===== src/disp_pkg.sv =====
// constants, types and register map of the display ram addressing and mode block
package disp_pkg;
    // ****************************************
    // geometry
    // ****************************************
    localparam logic [7:0] LAST_ROW    = 8'h9f;
    localparam logic [7:0] LAST_COL    = 8'h9f;
    localparam logic [7:0] MAX_COLUMN  = 8'h7f;
    localparam logic [8:0] LINES_MOD   = 9'h0a0;
    // ****************************************
    // register offsets
    // ****************************************
    localparam logic [7:0] OFF_ADDR_CTRL  = 8'h00;
    localparam logic [7:0] OFF_PANEL      = 8'h04;
    localparam logic [7:0] OFF_COL_MIRROR = 8'h08;
    localparam logic [7:0] OFF_DISP_CTRL  = 8'h0c;
    localparam logic [7:0] OFF_ROW_PTR    = 8'h10;
    localparam logic [7:0] OFF_COL_PTR    = 8'h14;
    localparam logic [7:0] OFF_START_LINE = 8'h18;
    localparam logic [7:0] OFF_COM_END    = 8'h1c;
    localparam logic [7:0] OFF_WIN_ROW    = 8'h20;
    localparam logic [7:0] OFF_WIN_COL    = 8'h24;
    localparam logic [7:0] OFF_PIXEL      = 8'h28;
    localparam logic [7:0] OFF_BYTE       = 8'h2c;
    localparam logic [7:0] OFF_CMD        = 8'h30;
    localparam logic [7:0] OFF_STATUS     = 8'h34;
    // ****************************************
    // field positions
    // ****************************************
    localparam int AC_WRAP       = 0;
    localparam int AC_ROW_WISE   = 1;
    localparam int AC_ROW_DIR    = 2;
    localparam int AC_OUTSIDE    = 3;
    localparam int PS_ROW_MIRROR = 3;
    localparam int DC_ENABLE     = 2;
    localparam int CMD_SOFT_RST  = 0;
    localparam logic [1:0] COLOR_RGB565 = 2'h2;
    // ****************************************
    // reset values
    // ****************************************
    localparam logic [3:0] AC_RST      = 4'h0;
    localparam logic [7:0] PANEL_RST   = 8'h80;
    localparam logic [7:0] COM_END_RST = 8'h9f;
    localparam logic [7:0] ZERO8       = 8'h00;
    // ****************************************
    // timing
    // ****************************************
    localparam int CLK_PERIOD_NS    = 5;
    localparam int POR_TIME_US      = 150000;
    localparam int POR_CYCLES       = (POR_TIME_US * 1000 + CLK_PERIOD_NS - 1) / CLK_PERIOD_NS;
    localparam int MODE_WAIT_US     = 10;
    localparam int MODE_WAIT_CYCLES = (MODE_WAIT_US * 1000 + CLK_PERIOD_NS - 1) / CLK_PERIOD_NS;
    localparam int LINE_CYCLES_DEF  = 64;
    // ****************************************
    // types
    // ****************************************
    typedef enum logic [1:0] {
        OM_RESET  = 2'h0,
        OM_SLEEP  = 2'h2,
        OM_NORMAL = 2'h3
    } op_mode_t;
    typedef struct packed {
        logic        we;
        logic [7:0]  row;
        logic [7:0]  col;
        logic [15:0] data;
    } ram_wr_t;
    typedef struct packed {
        op_mode_t op_mode_state;
        logic     clock_on;
        logic     drivers_on;
        logic     pump_on;
        logic     drain_on;
    } power_t;
endpackage : disp_pkg


===== src/disp_addr_ctrl.sv =====
// display ram address counters, line generator, reset and mode control
//
// The register addresses and the APB interface to the registers were chosen for this implementation.
`timescale 1ns/1ps
module disp_addr_ctrl #(
    parameter int POR_WAIT    = disp_pkg::POR_CYCLES,
    parameter int LINE_CYCLES = disp_pkg::LINE_CYCLES_DEF
) (
    // clock and reset
    input  wire logic              pclk,
    input  wire logic              presetn,
    // apb slave
    input  wire logic [7:0]        paddr,
    input  wire logic              psel,
    input  wire logic              penable,
    input  wire logic              pwrite,
    input  wire logic [31:0]       pwdata,
    output logic      [31:0]       prdata,
    output logic                   pready,
    output logic                   pslverr,
    // pins and analogue ready flags
    input  wire logic              rst_pin_n,
    input  wire logic              vlcd_ready,
    input  wire logic              bias_ready,
    // ram write port and scan
    output disp_pkg::ram_wr_t      ram_wr,
    output logic      [7:0]        line_addr,
    output logic      [7:0]        com_index,
    // power control
    output disp_pkg::power_t       power
);
    import disp_pkg::*;

    initial begin
        if (POR_WAIT < 2 || LINE_CYCLES < 2 || LINE_CYCLES > 65535) begin
            $error("disp_addr_ctrl: unsupported parameter value");
        end
    end

    localparam int PW = $clog2(POR_WAIT + 1);
    localparam int MW = $clog2(MODE_WAIT_CYCLES + 1);
    localparam logic [PW-1:0] POR_LAST  = PW'(POR_WAIT - 1);
    localparam logic [MW-1:0] MODE_LOAD = MW'(MODE_WAIT_CYCLES);
    localparam logic [15:0]   LINE_LAST = 16'(LINE_CYCLES - 1);

    // ****************************************
    // synchronisers
    // ****************************************
    logic [1:0] pin_s_q, vlcd_s_q, bias_s_q;
    always_ff @(posedge pclk or negedge presetn) begin
        if (!presetn) begin
            pin_s_q  <= 2'h0;
            vlcd_s_q <= 2'h0;
            bias_s_q <= 2'h0;
        end else begin
            pin_s_q  <= {pin_s_q[0], rst_pin_n};
            vlcd_s_q <= {vlcd_s_q[0], vlcd_ready};
            bias_s_q <= {bias_s_q[0], bias_ready};
        end
    end
    wire volt_ok = vlcd_s_q[1] & bias_s_q[1];

    // ****************************************
    // reset sources
    // ****************************************
    logic [PW-1:0] por_cnt_q;
    logic          por_done_q, soft_rst_q, sys_rst_q;
    wire           wr_en   = psel & penable & pready & pwrite;
    wire           soft_go = wr_en & (paddr == OFF_CMD) & pwdata[CMD_SOFT_RST];
    always_ff @(posedge pclk or negedge presetn) begin
        if (!presetn) begin
            por_cnt_q  <= '0;
            por_done_q <= 1'b0;
            soft_rst_q <= 1'b0;
            sys_rst_q  <= 1'b1;
        end else begin
            if (!por_done_q) begin
                por_cnt_q  <= por_cnt_q + PW'(1);
                por_done_q <= (por_cnt_q == POR_LAST);
            end
            soft_rst_q <= soft_go;
            sys_rst_q  <= !por_done_q | !pin_s_q[1] | soft_rst_q;
        end
    end

    // ****************************************
    // control registers
    // ****************************************
    logic [3:0] ac_q;
    logic [7:0] panel_q, sl_q, cen_q, wrs_q, wre_q, wcs_q, wce_q;
    logic       cmx_q, dc_en_q;
    wire wr_ac   = wr_en & (paddr == OFF_ADDR_CTRL);
    wire wr_pan  = wr_en & (paddr == OFF_PANEL);
    wire wr_mx   = wr_en & (paddr == OFF_COL_MIRROR);
    wire wr_dc   = wr_en & (paddr == OFF_DISP_CTRL);
    wire wr_row  = wr_en & (paddr == OFF_ROW_PTR);
    wire wr_col  = wr_en & (paddr == OFF_COL_PTR);
    wire wr_sl   = wr_en & (paddr == OFF_START_LINE);
    wire wr_cen  = wr_en & (paddr == OFF_COM_END);
    wire wr_wrow = wr_en & (paddr == OFF_WIN_ROW);
    wire wr_wcol = wr_en & (paddr == OFF_WIN_COL);
    wire wr_pix  = wr_en & (paddr == OFF_PIXEL);
    wire wr_byte = wr_en & (paddr == OFF_BYTE);

    // sleep never touches these; only system reset does
    always_ff @(posedge pclk or negedge presetn) begin
        if (!presetn) begin
            ac_q <= AC_RST; panel_q <= PANEL_RST; cmx_q <= 1'b0; dc_en_q <= 1'b0;
            sl_q <= ZERO8; cen_q <= COM_END_RST;
            wrs_q <= ZERO8; wre_q <= LAST_ROW; wcs_q <= ZERO8; wce_q <= LAST_COL;
        end else if (sys_rst_q) begin
            ac_q <= AC_RST; panel_q <= PANEL_RST; cmx_q <= 1'b0; dc_en_q <= 1'b0;
            sl_q <= ZERO8; cen_q <= COM_END_RST;
            wrs_q <= ZERO8; wre_q <= LAST_ROW; wcs_q <= ZERO8; wce_q <= LAST_COL;
        end else begin
            if (wr_ac)   ac_q    <= pwdata[3:0];
            if (wr_pan)  panel_q <= pwdata[7:0];
            if (wr_mx)   cmx_q   <= pwdata[0];
            if (wr_dc)   dc_en_q <= pwdata[DC_ENABLE];
            if (wr_sl)   sl_q    <= pwdata[7:0];
            if (wr_cen)  cen_q   <= pwdata[7:0];
            if (wr_wrow) begin
                wrs_q <= pwdata[7:0];
                wre_q <= pwdata[15:8];
            end
            if (wr_wcol) begin
                wcs_q <= pwdata[7:0];
                wce_q <= pwdata[15:8];
            end
        end
    end

    // ****************************************
    // window bounds and stepping decode
    // ****************************************
    wire       wrap     = ac_q[AC_WRAP];
    wire       row_wise = ac_q[AC_ROW_WISE];
    wire       row_dec  = ac_q[AC_ROW_DIR];
    wire       outside  = ac_q[AC_OUTSIDE];
    wire       win_on   = wrap & !outside;
    // bounds past the last mirrored column clamp to 0 instead of wrapping
    wire [7:0] mcs      = (wcs_q > MAX_COLUMN) ? ZERO8 : MAX_COLUMN - wcs_q;
    wire [7:0] mce      = (wce_q > MAX_COLUMN) ? ZERO8 : MAX_COLUMN - wce_q;
    wire [7:0] wc_a     = cmx_q ? mcs : wcs_q;
    wire [7:0] wc_b     = cmx_q ? mce : wce_q;
    wire [7:0] wc_lo    = (wc_a < wc_b) ? wc_a : wc_b;
    wire [7:0] wc_hi    = (wc_a < wc_b) ? wc_b : wc_a;
    wire [7:0] row_lo   = win_on ? wrs_q : ZERO8;
    wire [7:0] row_hi   = win_on ? wre_q : LAST_ROW;
    wire [7:0] col_lo   = win_on ? wc_lo : ZERO8;
    wire [7:0] col_hi   = win_on ? wc_hi : LAST_COL;
    wire [7:0] row_first = row_dec ? row_hi : row_lo;

    // ****************************************
    // pixel assembly
    // ****************************************
    logic       half_q;
    logic [7:0] hi_byte_q;
    wire        rgb565  = (panel_q[7:6] == COLOR_RGB565);
    wire        pix_go  = wr_pix | (wr_byte & (!rgb565 | half_q));
    wire [15:0] pix_dat = wr_pix ? pwdata[15:0] :
                          (rgb565 ? {hi_byte_q, pwdata[7:0]} : {8'h00, pwdata[7:0]});
    // any other register write restarts the byte pair; reads leave it alone
    always_ff @(posedge pclk or negedge presetn) begin
        if (!presetn) begin
            half_q    <= 1'b0;
            hi_byte_q <= ZERO8;
        end else if (sys_rst_q || (wr_en && !wr_byte)) begin
            half_q <= 1'b0;
        end else if (wr_byte && rgb565) begin
            half_q    <= !half_q;
            hi_byte_q <= half_q ? hi_byte_q : pwdata[7:0];
        end
    end

    // ****************************************
    // host address counters
    // ****************************************
    logic [7:0] row_q, col_q;
    wire        row_end  = row_dec ? (row_q == row_lo) : (row_q == row_hi);
    wire [7:0]  row_step = row_end ? (row_dec ? row_hi : row_lo) :
                           (row_dec ? row_q - 8'h01 : row_q + 8'h01);
    wire        col_end  = (col_q == col_hi);
    wire        in_win   = (row_q >= wrs_q) & (row_q <= wre_q) & (col_q >= wc_lo) & (col_q <= wc_hi);
    wire        do_wr    = outside ? !in_win : in_win;
    wire [7:0]  phys_col = cmx_q ? (MAX_COLUMN - col_q) : col_q;
    logic [7:0] row_nx, col_nx;
    always_comb begin
        row_nx = row_q;
        col_nx = col_q;
        if (!wrap) begin
            col_nx = col_end ? col_q : col_q + 8'h01;
        end else if (row_wise) begin
            row_nx = row_step;
            if (row_end) col_nx = col_end ? col_lo : col_q + 8'h01;
        end else if (col_end) begin
            col_nx = col_lo;
            row_nx = row_step;
        end else begin
            col_nx = col_q + 8'h01;
        end
    end
    always_ff @(posedge pclk or negedge presetn) begin
        if (!presetn) begin
            row_q <= ZERO8;
            col_q <= ZERO8;
        end else if (sys_rst_q) begin
            row_q <= ZERO8;
            col_q <= ZERO8;
        end else if (wr_row) begin
            row_q <= pwdata[7:0];
        end else if (wr_col) begin
            col_q <= pwdata[7:0];
        end else if (wr_wrow || wr_ac) begin
            row_q <= row_first;
        end else if (wr_wcol) begin
            col_q <= col_lo;
        end else if (pix_go) begin
            row_q <= row_nx;
            col_q <= col_nx;
        end
    end
    always_ff @(posedge pclk or negedge presetn) begin
        if (!presetn) begin
            ram_wr <= '0;
        end else begin
            ram_wr.we   <= pix_go & do_wr & !sys_rst_q;
            ram_wr.row  <= row_q;
            ram_wr.col  <= phys_col;
            ram_wr.data <= pix_dat;
        end
    end

    // ****************************************
    // operating mode
    // ****************************************
    op_mode_t      om_q;
    logic [MW-1:0] busy_q;
    always_ff @(posedge pclk or negedge presetn) begin
        if (!presetn) begin
            om_q   <= OM_RESET;
            busy_q <= '0;
            power  <= '{OM_RESET, 1'b0, 1'b0, 1'b0, 1'b1};
        end else begin
            if (sys_rst_q) om_q <= OM_RESET;
            else if (wr_dc) om_q <= pwdata[DC_ENABLE] ? OM_NORMAL : OM_SLEEP;
            if (sys_rst_q || wr_dc) busy_q <= MODE_LOAD;
            else if (busy_q != '0) busy_q <= busy_q - MW'(1);
            power.op_mode_state <= om_q;
            power.clock_on      <= (om_q == OM_NORMAL);
            power.pump_on       <= (om_q == OM_NORMAL);
            power.drain_on      <= (om_q != OM_NORMAL);
            power.drivers_on    <= (om_q == OM_NORMAL) & volt_ok;
        end
    end

    // ****************************************
    // display line generator
    // ****************************************
    logic [15:0] tick_q;
    logic [7:0]  step_q, line_q;
    wire        scan_on  = (om_q == OM_NORMAL);
    wire        tick     = scan_on & (tick_q == LINE_LAST);
    wire        ymir     = panel_q[PS_ROW_MIRROR];
    wire [8:0]  sum      = {1'b0, sl_q} + {1'b0, cen_q};
    wire [8:0]  sum_mod  = (sum >= LINES_MOD) ? sum - LINES_MOD : sum;
    wire [7:0]  first_ln = ymir ? sum_mod[7:0] : sl_q;
    wire [7:0]  up_ln    = (line_q == LAST_ROW) ? ZERO8 : line_q + 8'h01;
    wire [7:0]  dn_ln    = (line_q == ZERO8) ? LAST_ROW : line_q - 8'h01;
    wire        fld_end  = (step_q == cen_q);
    always_ff @(posedge pclk or negedge presetn) begin
        if (!presetn) begin
            tick_q <= 16'h0000;
            step_q <= ZERO8;
            line_q <= ZERO8;
        end else if (!scan_on) begin
            tick_q <= 16'h0000;
            step_q <= ZERO8;
            line_q <= first_ln;
        end else begin
            tick_q <= tick ? 16'h0000 : tick_q + 16'h0001;
            if (tick) begin
                step_q <= fld_end ? ZERO8 : step_q + 8'h01;
                line_q <= fld_end ? first_ln : (ymir ? dn_ln : up_ln);
            end
        end
    end
    // the ram is only read here, so row mirroring never alters stored data
    always_ff @(posedge pclk or negedge presetn) begin
        if (!presetn) begin
            line_addr <= ZERO8;
            com_index <= ZERO8;
        end else begin
            line_addr <= line_q;
            com_index <= step_q;
        end
    end

    // ****************************************
    // apb slave: one access cycle, no waits
    // ****************************************
    wire [31:0] status = {12'h000, 2'h0, volt_ok, (busy_q != '0), 6'h00, om_q, line_q};
    wire        mapped = (paddr[1:0] == 2'h0) & (paddr <= OFF_STATUS);
    wire [31:0] rd_mux =
        (paddr == OFF_ADDR_CTRL)  ? {28'h0, ac_q} :
        (paddr == OFF_PANEL)      ? {24'h0, panel_q} :
        (paddr == OFF_COL_MIRROR) ? {31'h0, cmx_q} :
        (paddr == OFF_DISP_CTRL)  ? {29'h0, dc_en_q, 2'h0} :
        (paddr == OFF_ROW_PTR)    ? {24'h0, row_q} :
        (paddr == OFF_COL_PTR)    ? {24'h0, col_q} :
        (paddr == OFF_START_LINE) ? {24'h0, sl_q} :
        (paddr == OFF_COM_END)    ? {24'h0, cen_q} :
        (paddr == OFF_WIN_ROW)    ? {16'h0, wre_q, wrs_q} :
        (paddr == OFF_WIN_COL)    ? {16'h0, wce_q, wcs_q} :
        (paddr == OFF_STATUS)     ? status : 32'h0000_0000;
    always_ff @(posedge pclk or negedge presetn) begin
        if (!presetn) begin
            pready  <= 1'b0;
            pslverr <= 1'b0;
            prdata  <= 32'h0000_0000;
        end else begin
            pready  <= psel & !penable;
            pslverr <= psel & !penable & !mapped;
            prdata  <= (psel & !penable & !pwrite) ? rd_mux : 32'h0000_0000;
        end
    end
endmodule : disp_addr_ctrl


===== config.mk =====
export PLATFORM = sky130hd
export DESIGN_NAME = disp_addr_ctrl
export DESIGN_NICKNAME = d
export VERILOG_FILES = /design/src/disp_pkg.sv /design/src/disp_addr_ctrl.sv
export SDC_FILE = /design/constraint.sdc
export NUM_CORES = 1
export LEC_CHECK = 0
export ABC_AREA = 1
export BUFFER_PORTS_ARGS = -buffer_cell sky130_fd_sc_hd__buf_2
export CAP_MARGIN = 20
export CORE_ASPECT_RATIO = 0.5
export CORE_MARGIN = 1.5
export CORE_UTILIZATION = 45
export CTS_CLUSTER_SIZE = 20
export DETAILED_ROUTE_END_ITERATION = 12
export PLACE_DENSITY_LB_ADDON = 0.25
export SLEW_MARGIN = 0
export SYNTH_ARGS = -nofsm -noshare
export SYNTH_HDL_FRONTEND = slang
export SYNTH_SLANG_ARGS = --single-unit

===== constraint.sdc =====
create_clock -name pclk -period 3.8 [get_ports pclk]
set_clock_uncertainty 0.15 [all_clocks]
set_input_delay 0.19 -clock pclk [delete_from_list [all_inputs] [get_ports pclk]]
set_output_delay 0.19 -clock pclk [all_outputs]
set_load 0.01 [all_outputs]

# Word-level counts from Yosys, hierarchy flattened
# Cells that the tools add are included.
[classes]
add_sub_neg = 14
order_cmp = 9
n_eq_ne = 30
mux = 91
bitwise_logic = 37
reduce_logical = 37
[ops]
columns = ["operator", "count"]
rows = [
  ["$mux 8", 59],
  ["$mux 18", 12],
  ["$mux 16", 4],
  ["$eq 8x6->1 const B", 6],
  ["$add 8x1->8 const B", 4],
  ["$eq 8x5->1 const B", 4],
  ["$eq 8x8->1", 4],
  ["$and 1x1->1", 31],
  ["$add 25x1->25 const B", 1],
  ["$eq 25x25->1 const B", 1],
  ["$sub 7x8->8 const A", 3],
  ["$mux 11", 2],
  ["$reduce_bool 2->1", 10],
  ["$add 16x1->16 const B", 1],
  ["$eq 16x6->1 const B", 1],
  ["$eq 8x4->1 const B", 2],
  ["$ge 8x8->1", 2],
  ["$gt 8x7->1 const B", 2],
  ["$le 8x8->1", 2],
  ["$logic_not 8->1", 2],
  ["$sub 8x1->8 const B", 2],
  ["$reduce_bool 4->1", 3],
  ["$logic_not 1->1", 11],
  ["$reduce_bool 11->1", 1],
  ["other kinds (26)", 48],
]
[totals]
ff_bits = 240
inputBits = 48
out_inout_bits = 89
wordCells = 257

# Longest topological paths before layout
# Gate-level depths: netlist of the first run.
[depth]
ltp_word = 17
ltp_mapped = 25
mapped_depth_nobuf = 25

# Least setup slack after synthesis of the first run
# Ideal clock, no wire load.
[synth_path]
path_type = "reg2reg"
from = "register cmx_q"
to = "register ram_wr[32] in the netlist's numbering"
setup_time_ns = 0.117
arrival_time_ns = 3.424
required_time_ns = 3.533
path_slack_ns = 0.109
stages_incl_launch_ff = 24
path_buffers = 3
synth_period_minus_slack_ns = 3.691
cell_sequence = "dfrtp_1 inv_2 buf_6 o21ai_0 inv_1 ha_1 a21oi_1 nor2_1 a211oi_2 nand2_4 buf_6 clkbuf_1 nand2_1 o21ai_0 ha_1 nand2_1 nor2_1 nand4_1 o2111ai_1 nand3_1 nor2_1 nand2_1 nand3_1 nor2_1"
[synth_between]
elab_chain_cells = 10
word_cells_on_any_way = 13
cone_classes = "order compare (3); mux (5); bitwise (4); reduce/logical (1)"
[synth_lines]
columns = ["item", "line", "rtl"]
rows = [
  ["start: declaration", "disp_addr_ctrl.sv:91", "logic cmx_q, dc_en_q;"],
  ["start signal: assignment", "disp_addr_ctrl.sv:118", "if (wr_mx) cmx_q <= pwdata[0];"],
  ["$mux 8 (on tied branches)", "disp_addr_ctrl.sv:144, disp_addr_ctrl.sv:145", ""],
  ["$lt 8x8->1", "disp_addr_ctrl.sv:146, disp_addr_ctrl.sv:147", ""],
  ["$mux 8", "disp_addr_ctrl.sv:146", "wire [7:0] wc_lo = (wc_a < wc_b) ? wc_a : wc_b;"],
  ["$ge 8x8->1", "disp_addr_ctrl.sv:184", "wire in_win = (row_q >= wrs_q) & (row_q <= wre_q) & (col_q >= wc_lo) & (col_q <= wc_hi);"],
  ["$and 1x1->1", "disp_addr_ctrl.sv:184", ""],
  ["$and 1x1->1 (*)", "disp_addr_ctrl.sv:184", ""],
  ["$logic_not 1->1", "disp_addr_ctrl.sv:185", "wire do_wr = outside ? !in_win : in_win;"],
  ["$mux 1 (*)", "disp_addr_ctrl.sv:185", ""],
  ["$and 1x1->1 (*) (2 in a row)", "disp_addr_ctrl.sv:227", "ram_wr.we <= pix_go & do_wr & !sys_rst_q;"],
  ["end: declaration", "disp_addr_ctrl.sv:26", "output disp_pkg::ram_wr_t ram_wr,"],
]
# Mark *: on every way between the ends. The rest lies on a longest branch, timed or not.
# A chain may end at the register's enable or synchronous reset.

# Final worst setup path of the first run
[layout_path]
from = "register wce_q[7]"
to = "register ram_wr[32] in the netlist's numbering"
[layout_between]
elab_chain_cells = 12
word_cells_on_any_way = 15
cone_classes = "add/sub (1); order compare (4); mux (5); bitwise (4); reduce/logical (1)"
[layout_lines]
columns = ["item", "line", "rtl"]
rows = [
  ["start: declaration", "disp_addr_ctrl.sv:90", "logic [7:0] panel_q, sl_q, cen_q, wrs_q, wre_q, wcs_q, wce_q;"],
  ["start signal: assignment", "disp_addr_ctrl.sv:128", "wce_q <= pwdata[15:8];"],
  ["$sub 7x8->8 or $gt 8x7->1 (tied branches)", "disp_addr_ctrl.sv:143", "wire [7:0] mce = (wce_q > MAX_COLUMN) ? ZERO8 : MAX_COLUMN - wce_q;"],
  ["$mux 8", "disp_addr_ctrl.sv:143", ""],
  ["$mux 8 (*)", "disp_addr_ctrl.sv:145", "wire [7:0] wc_b = cmx_q ? mce : wce_q;"],
  ["$lt 8x8->1", "disp_addr_ctrl.sv:146, disp_addr_ctrl.sv:147", ""],
  ["$mux 8", "disp_addr_ctrl.sv:146", ""],
  ["$ge 8x8->1", "disp_addr_ctrl.sv:184", ""],
  ["$and 1x1->1", "disp_addr_ctrl.sv:184", ""],
  ["$and 1x1->1 (*)", "disp_addr_ctrl.sv:184", ""],
  ["$logic_not 1->1", "disp_addr_ctrl.sv:185", ""],
  ["$mux 1 (*)", "disp_addr_ctrl.sv:185", ""],
  ["$and 1x1->1 (*) (2 in a row)", "disp_addr_ctrl.sv:227", ""],
]
# Marks and branches as above.

==> results.yml, run 1 <==
run_status:
  outcome: "complete, no violations"
synth:
  synth_xor_area_frac: 0.0412
  synth.most_common_cell: "nand2_1"
  synth_fa_ha_area_frac: 0.0582
  synth_edf_count: 0
  synth_top_family_by_area: "simple AND/OR/NAND/NOR gates"
  synth_top_area_frac: 0.401
  synth-seq-cells: 239
  synth_ff_type: "dfrtp_1"
  netlist_area_um2: 13600
  avgSynthCellArea_um2: 7.91
  synthSimpleGateAreaFrac: 0.234
  syn_inst: 1719
  yosys.area.top_type: "dfrtp_1"
  yosysUniqueCellTypes: 56
  ys_seq_area_frac: 0.442
  synthMuxAreaShare: 0
  async_flop_share: 1.00
  synth_compound_gate_area_share: 0.140
  synth_area_leaders: "dfrtp_1 40%, nand2_1 10%, o21ai_0 6.3%, inv_1 5.8%, ha_1 5.5%"
  ys_warn_count: 0
  ys_top_cells_by_count: "362 x nand2_1, 218 x dfrtp_1, 210 x inv_1, 172 x o21ai_0, 155 x nor2_1"
place:
  place_ws_ns: 0.113
  dpl_cell_area_um2: 14600
  dp_hpwl_um: 29500
  gp_congestion: 0.955
  portBuffers: 106
timing:
  max_freq_mhz: 276
  finalMaxSlewViolations: 0
  rsz0062_at_grt: "yes"
  post-route-period-util: 0.954
  tightest_slew_ns: 0.952
  finalSetupViolCount: 0
  final_hold_viol_count: 0
  relSlewSlack: 0.363
  period_needed_ns: 3.63
  setup_slack_ns: 0.174
pwr:
  leakage_uw: 0.00775
  p_per_area_nw_per_um2: 331
  ir_drop_mv: 0.269
  total_power_uw: 5240
setup_path:
  critPathArrivalTime_ns: 3.94
  crit_type: "reg -> reg"
  r2r_cells: 22
  crit_fanout: 6
  startpoint_type: "flip-flop"
  cp.required_ns: 4.11
  cp-end-kind: "flip-flop"
global_route:
  met2_usage: 0.380
  grt_max_degree: 111
  met1_usage: 0.373
  overflow: 0
  grt_pass1_wl_um: 62700
  antenna_found_initial: 0
  grt_pass1_vias: 11400
  grtUsageTotal: 0.255
  use_met3: 0.0564
  busiest_layer: "met2"
finish:
  drive_gt1_frac: 0.131
  multi_input_comb_area_um2: 6530
  fin_area_um2: 15800
  nFillCells: 2812
  nets: 1984
  area.growth.synth_to_final_pct: 16.4
  register_area_um2: 6010
  diodes: 0
floorplanning:
  rows: 44
  io_pins: 137
  die_w_um: 249
  coreArea_um2: 29300
  initial_core_util: 0.463
  dieArea_um2: 31300
  die_h_um: 126
clock_network:
  root_buffer: "clkbuf_16"
  cts_buffers: 24
  cts_tree: "built"
  cts_htree_levels: 1
  clock_latency_ns: 0.54
  cts.sinks: 239
  path_clk_slew_ns: 0.07
  clockBufferDepth: 3
routing:
  drt_iter0_drc: 1166
  vias_per_cell: 5.36
  drc: 0
  drt.antenna.violating_nets: 0
  dr.pass1.iters: 6
  wirelength_um: 39800
  vias: 12200
  wl_per_cell_um: 17.4
min_path:
  hold-path-cell-count: 4
  hp-class: "in -> reg"
run:
  drv_cap: 0
[cell usage in the layout (no fill, tap or decap), drive strengths merged, types with 3 or more instances in the layout]
master,instances
nor3,40
a211oi,3
o221ai,6
o21ai,183
nor3b,3
o2111ai,3
or2,5
nand3,112
and2,5
a221oi,4
xnor2,15
inv,218
clkbuf,32
a31oi,8
nand2,376
nor2,163
ha,60
a22oi,7
xor2,49
o311ai,3
nor4,14
a21oi,82
dfstp,21
o22ai,4
dfrtp,218
clkinv,10
dlygate4sd3,29
o211ai,18
bufinv,4
conb,14
buf,141
nand4,18
a32oi,3
o31ai,4
[sequential cells by signal (all words and copies together), names as in the netlist, 8 cells and up]
register,flops
row_q,8
hi_byte_q,8
com_index,8
ram_wr,33
por_cnt_q,25
line_q,8
wce_q,8
cen_q,8
prdata,18
sl_q,8
wrs_q,8
col_q,8
wcs_q,8
line_addr,8
busy_q,11
wre_q,8
tick_q,16
step_q,8
panel_q,8
[critical path, stage by stage, from the launching register on]
cell,delay (ns)
dfstp_2,0.53
inv_1,0.08
nand2_4,0.10
nor2_1,0.04
a21oi_1,0.19
ha_1,0.26
nand2_1,0.10
nor2_1,0.07
a211oi_2,0.15
buf_4,0.18
buf_4,0.13
nand3_1,0.11
and2_1,0.19
ha_1,0.29
nand2_1,0.07
o21ai_0,0.19
a21oi_1,0.08
nand3b_1,0.15
a31oi_1,0.19
nor2_1,0.09
nand2_1,0.06
nand3_1,0.06
nor2_1,0.11
[cell type report]
| class | instances | area share |
|---|---|---|
| clock buffer | 32 | 0.0418 |
| clock inverter | 12 | 0.0109 |
| inverter | 222 | 0.0527 |
| multi-input combinational | 1217 | 0.413 |
| sequential | 239 | 0.380 |
| tap | 391 | 0.0309 |
| timing repair buffer | 170 | 0.0707 |
[stage by stage]
stage / instances / hold WS, ns / util / setup TNS [ns]
2_1_floorplan: 1732 / -0.256 / - / 0
3_3_place_gp: 2206 / 0.150 / 0.499 / 0
3_5_place_dp: 2206 / 0.150 / 0.499 / 0
4_1_cts: 2279 / 0.00215 / 0.537 / 0
5_1_grt: 2283 / 0.0738 / 0.539 / -0.0599
6_report: 2283 / 0.0383 / 0.539 / 0
[what timing repair did]
action | CTS | global route
endpoints found under the hold margin | 145 | 0
setup endpoints to repair | 0 | 18
hold buffers | 29 | 0
resized for setup | 0 | 14
setup buffers | 0 | 3
[per-layer routing]
layer	wire length, um	vias up
met4	1150	0
met1	18600	5748
met3	3350	78
li1	-	5964
met2	16700	451
met5	0	-
[final timing paths]
path,start,endpoint,slack (ns)
setup / recovery,wce_q[7],ram_wr[32],0.17
hold / removal,paddr[3],soft_rst_q,0.04
setup reg to reg,wce_q[7],ram_wr[32],0.17
hold reg to reg,vlcd_s_q[0],vlcd_s_q[1],0.20
max in group asynchronous,presetn,cen_q[2],2.47
min in group asynchronous,presetn,ram_wr[24],0.15
[kinds of logic after synthesis]
kind of cell / Yosys count
other: 1
buffers and inverters: 277
AOI/OAI and AO/OA: 337
adders and majority gates: 62
and+or+nand+nor: 739
DFF: 239
xor gates and xnor gates: 64
[where the power goes]
group          leakage, uW  internal (uW)  total, uW  switching, uW
sequential         0.00319           2550       2560           3.09
combinational      0.00417           47.5        149            102
clock             0.000403           1500       2540           1030
No activity file was read; power rests on OpenSTA's default activity.
==> run 2, diff against run 1 <==
Settings changed: MAX_ROUTING_LAYER from default to met4, REMOVE_ABC_BUFFERS from default to 1.
==> results.yml, run 2 (synthesis results as in run 1) <==
routing:
  drt_iter0_drc: 1187
  vias: 12200
  dr.pass1.iters: 6
  wirelength_um: 39000
  vias_per_cell: 5.37
  drt.antenna.violating_nets: 0
  wl_per_cell_um: 17.2
  drc: 0
finish:
  most-common-layout-cells: "360 x nand2_1, 217 x dfrtp_1, 210 x inv_1"
  postLayoutCoreUtil: 0.536
  area.growth.synth_to_final_pct: 15.7
  fin_cells: 2273
  diodes: 0
  layout_commonest_cell: "nand2_1"
  top_regs: "ram_wr x33, por_cnt_q x25, prdata x18"
  nets: 1976
  largest_register_ffs: 33
  largest_register: "ram_wr"
  drive_gt1_frac: 0.132
timing:
  fin_setup_tns_ns: 0
  final_hold_viol_count: 0
  tightest_slew_ns: 1.02
  relSlewSlack: 0.315
  post-route-period-util: 0.938
  finalMaxSlewViolations: 0
  finalSetupViolCount: 0
  max_freq_mhz: 281
  period_needed_ns: 3.56
setup_path:
  r2r_cells: 22
  rrSetupSlack_ns: 0.24
  cp.required_ns: 4.09
  r2r_end: "ram_wr[32]"
  crit_fanout: 23
  critPathArrivalTime_ns: 3.85
  crit_start: "wce_q[7]"
  crit_type: "reg -> reg"
  cp-end-kind: "flip-flop"
  startpoint_type: "flip-flop"
  rr_startpoint: "wce_q[7]"
min_path:
  hold-path-cell-count: 5
  worstHoldStart: "paddr[7]"
  min_to: "pslverr"
  hp-class: "in -> reg"
clock_network:
  path_clk_slew_ns: 0.07
  cts_htree_levels: 1
  root_buffer: "clkbuf_16"
  cts_tree: "built"
  clockBufferDepth: 3
  clock_latency_ns: 0.54
  cts.sinks: 239
  cts_buffers: 23
pwr:
  combPwrFrac: 0.027
  ir_drop_mv: 0.281
  intPower_uw: 4000
  p_sw_frac: 0.218
  leakage_uw: 0.00773
  switchingPower_uw: 1120
  pwr-share-seq: 0.499
  p_per_area_nw_per_um2: 325
  pwr-share-clk: 0.473
  total_power_uw: 5120
floorplanning:
  initial_core_util: 0.463
  coreArea_um2: 29300
  die_h_um: 126
  dieArea_um2: 31300
  io_pins: 137
  rows: 44
  die_w_um: 249
place:
  dp_hpwl_um: 28900
  dp.cells: 2201
  portBuffers: 106
  gp_congestion: 0.947
run:
  drv_cap: 0
global_route:
  antenna_found_initial: 0
  grt_pass1_vias: 11400
  overflow: 0
  grt_pass1_wl_um: 62700
  grt_max_degree: 115
  grtUsageTotal: 0.260
run_status:
  outcome: "complete, no violations"
## run 2: changes by cell type in the layout (fill, tap and decap cells not counted), sizes merged
cell and delta:
buf -4, bufinv -2, clkinv -2, dlygate4sd3 -2
inv +2, clkinvlp -1, o21ai -1
## run 2: power groups by stage
stage / registers, uW / clock network, uW / logic, uW
finish: 2560 / 2420 / 140
global route: 2550 / 2570 / 159
CTS: 2560 / 2480 / 143
detailed placement: 2600 / 0 / 122
global placement: 2600 / 0 / 121
floorplan: 2610 / 0 / 23.5
## run 2: repair_timing
action                                 in CTS  in global routing
setup buffers                               0                  4
setup endpoints to repair                   0                 13
hold buffers                               27                  0
endpoints found under the hold margin     151                  0
resized for setup                           0                 18
## run 2: final cells by class
type                            instances  area [um^2]
Clock buffer                           32          689
Clock inverter                          9          105
Fill cell                            2773        13600
Inverter                              222          833
Multi-Input combinational cell       1216         6530
Sequential cell                       239         6010
Tap cell                              391          489
Timing Repair Buffer                  164         1070
## run 2: worst max-delay path by stage
| stage | endpoint | cells past startpoint |
|---|---|---|
| after floorplan | ram_wr[32] | 22 |
| after global placement | ram_wr[32] | 22 |
| after detailed placement | ram_wr[32] | 22 |
| after CTS | ram_wr[32] | 22 |
| after global routing | ram_wr[32] | 23 |
| final | ram_wr[32] | 22 |
## run 2: per-layer routing
metal  GRT usage  part of all wire
met3      0.0413             0.079
met5           -                 0
met1       0.376              0.47
met4      0.0693             0.028
met2       0.379              0.43
## run 2: worst max-delay path, cell delays in order (launching register included)
cell	delay (ns)
dfstp_2	0.56
inv_1	0.10
nand2_4	0.10
nor2_1	0.05
a21oi_2	0.13
ha_1	0.26
a21oi_1	0.13
nor2_1	0.06
a211oi_2	0.16
buf_6	0.18
nand2_8	0.12
nand2_1	0.07
o21ai_0	0.17
ha_1	0.36
nand2_1	0.06
nor2_1	0.11
nand4_1	0.09
o2111ai_1	0.10
nand3_1	0.12
nor2_2	0.18
nand2_1	0.07
nand3_1	0.07
nor2_1	0.04
## run 2: stage by stage
stage	hold WS, ns	cell area [um^2]	setup WS [ns]
2_1_floorplan	-0.256	13300	-0.176
3_3_place_gp	0.148	14600	0.106
3_5_place_dp	0.153	14600	0.0469
4_1_cts	0.00277	15700	0.0264
5_1_grt	0.0654	15700	-0.00322
6_report	0.0139	15700	0.237
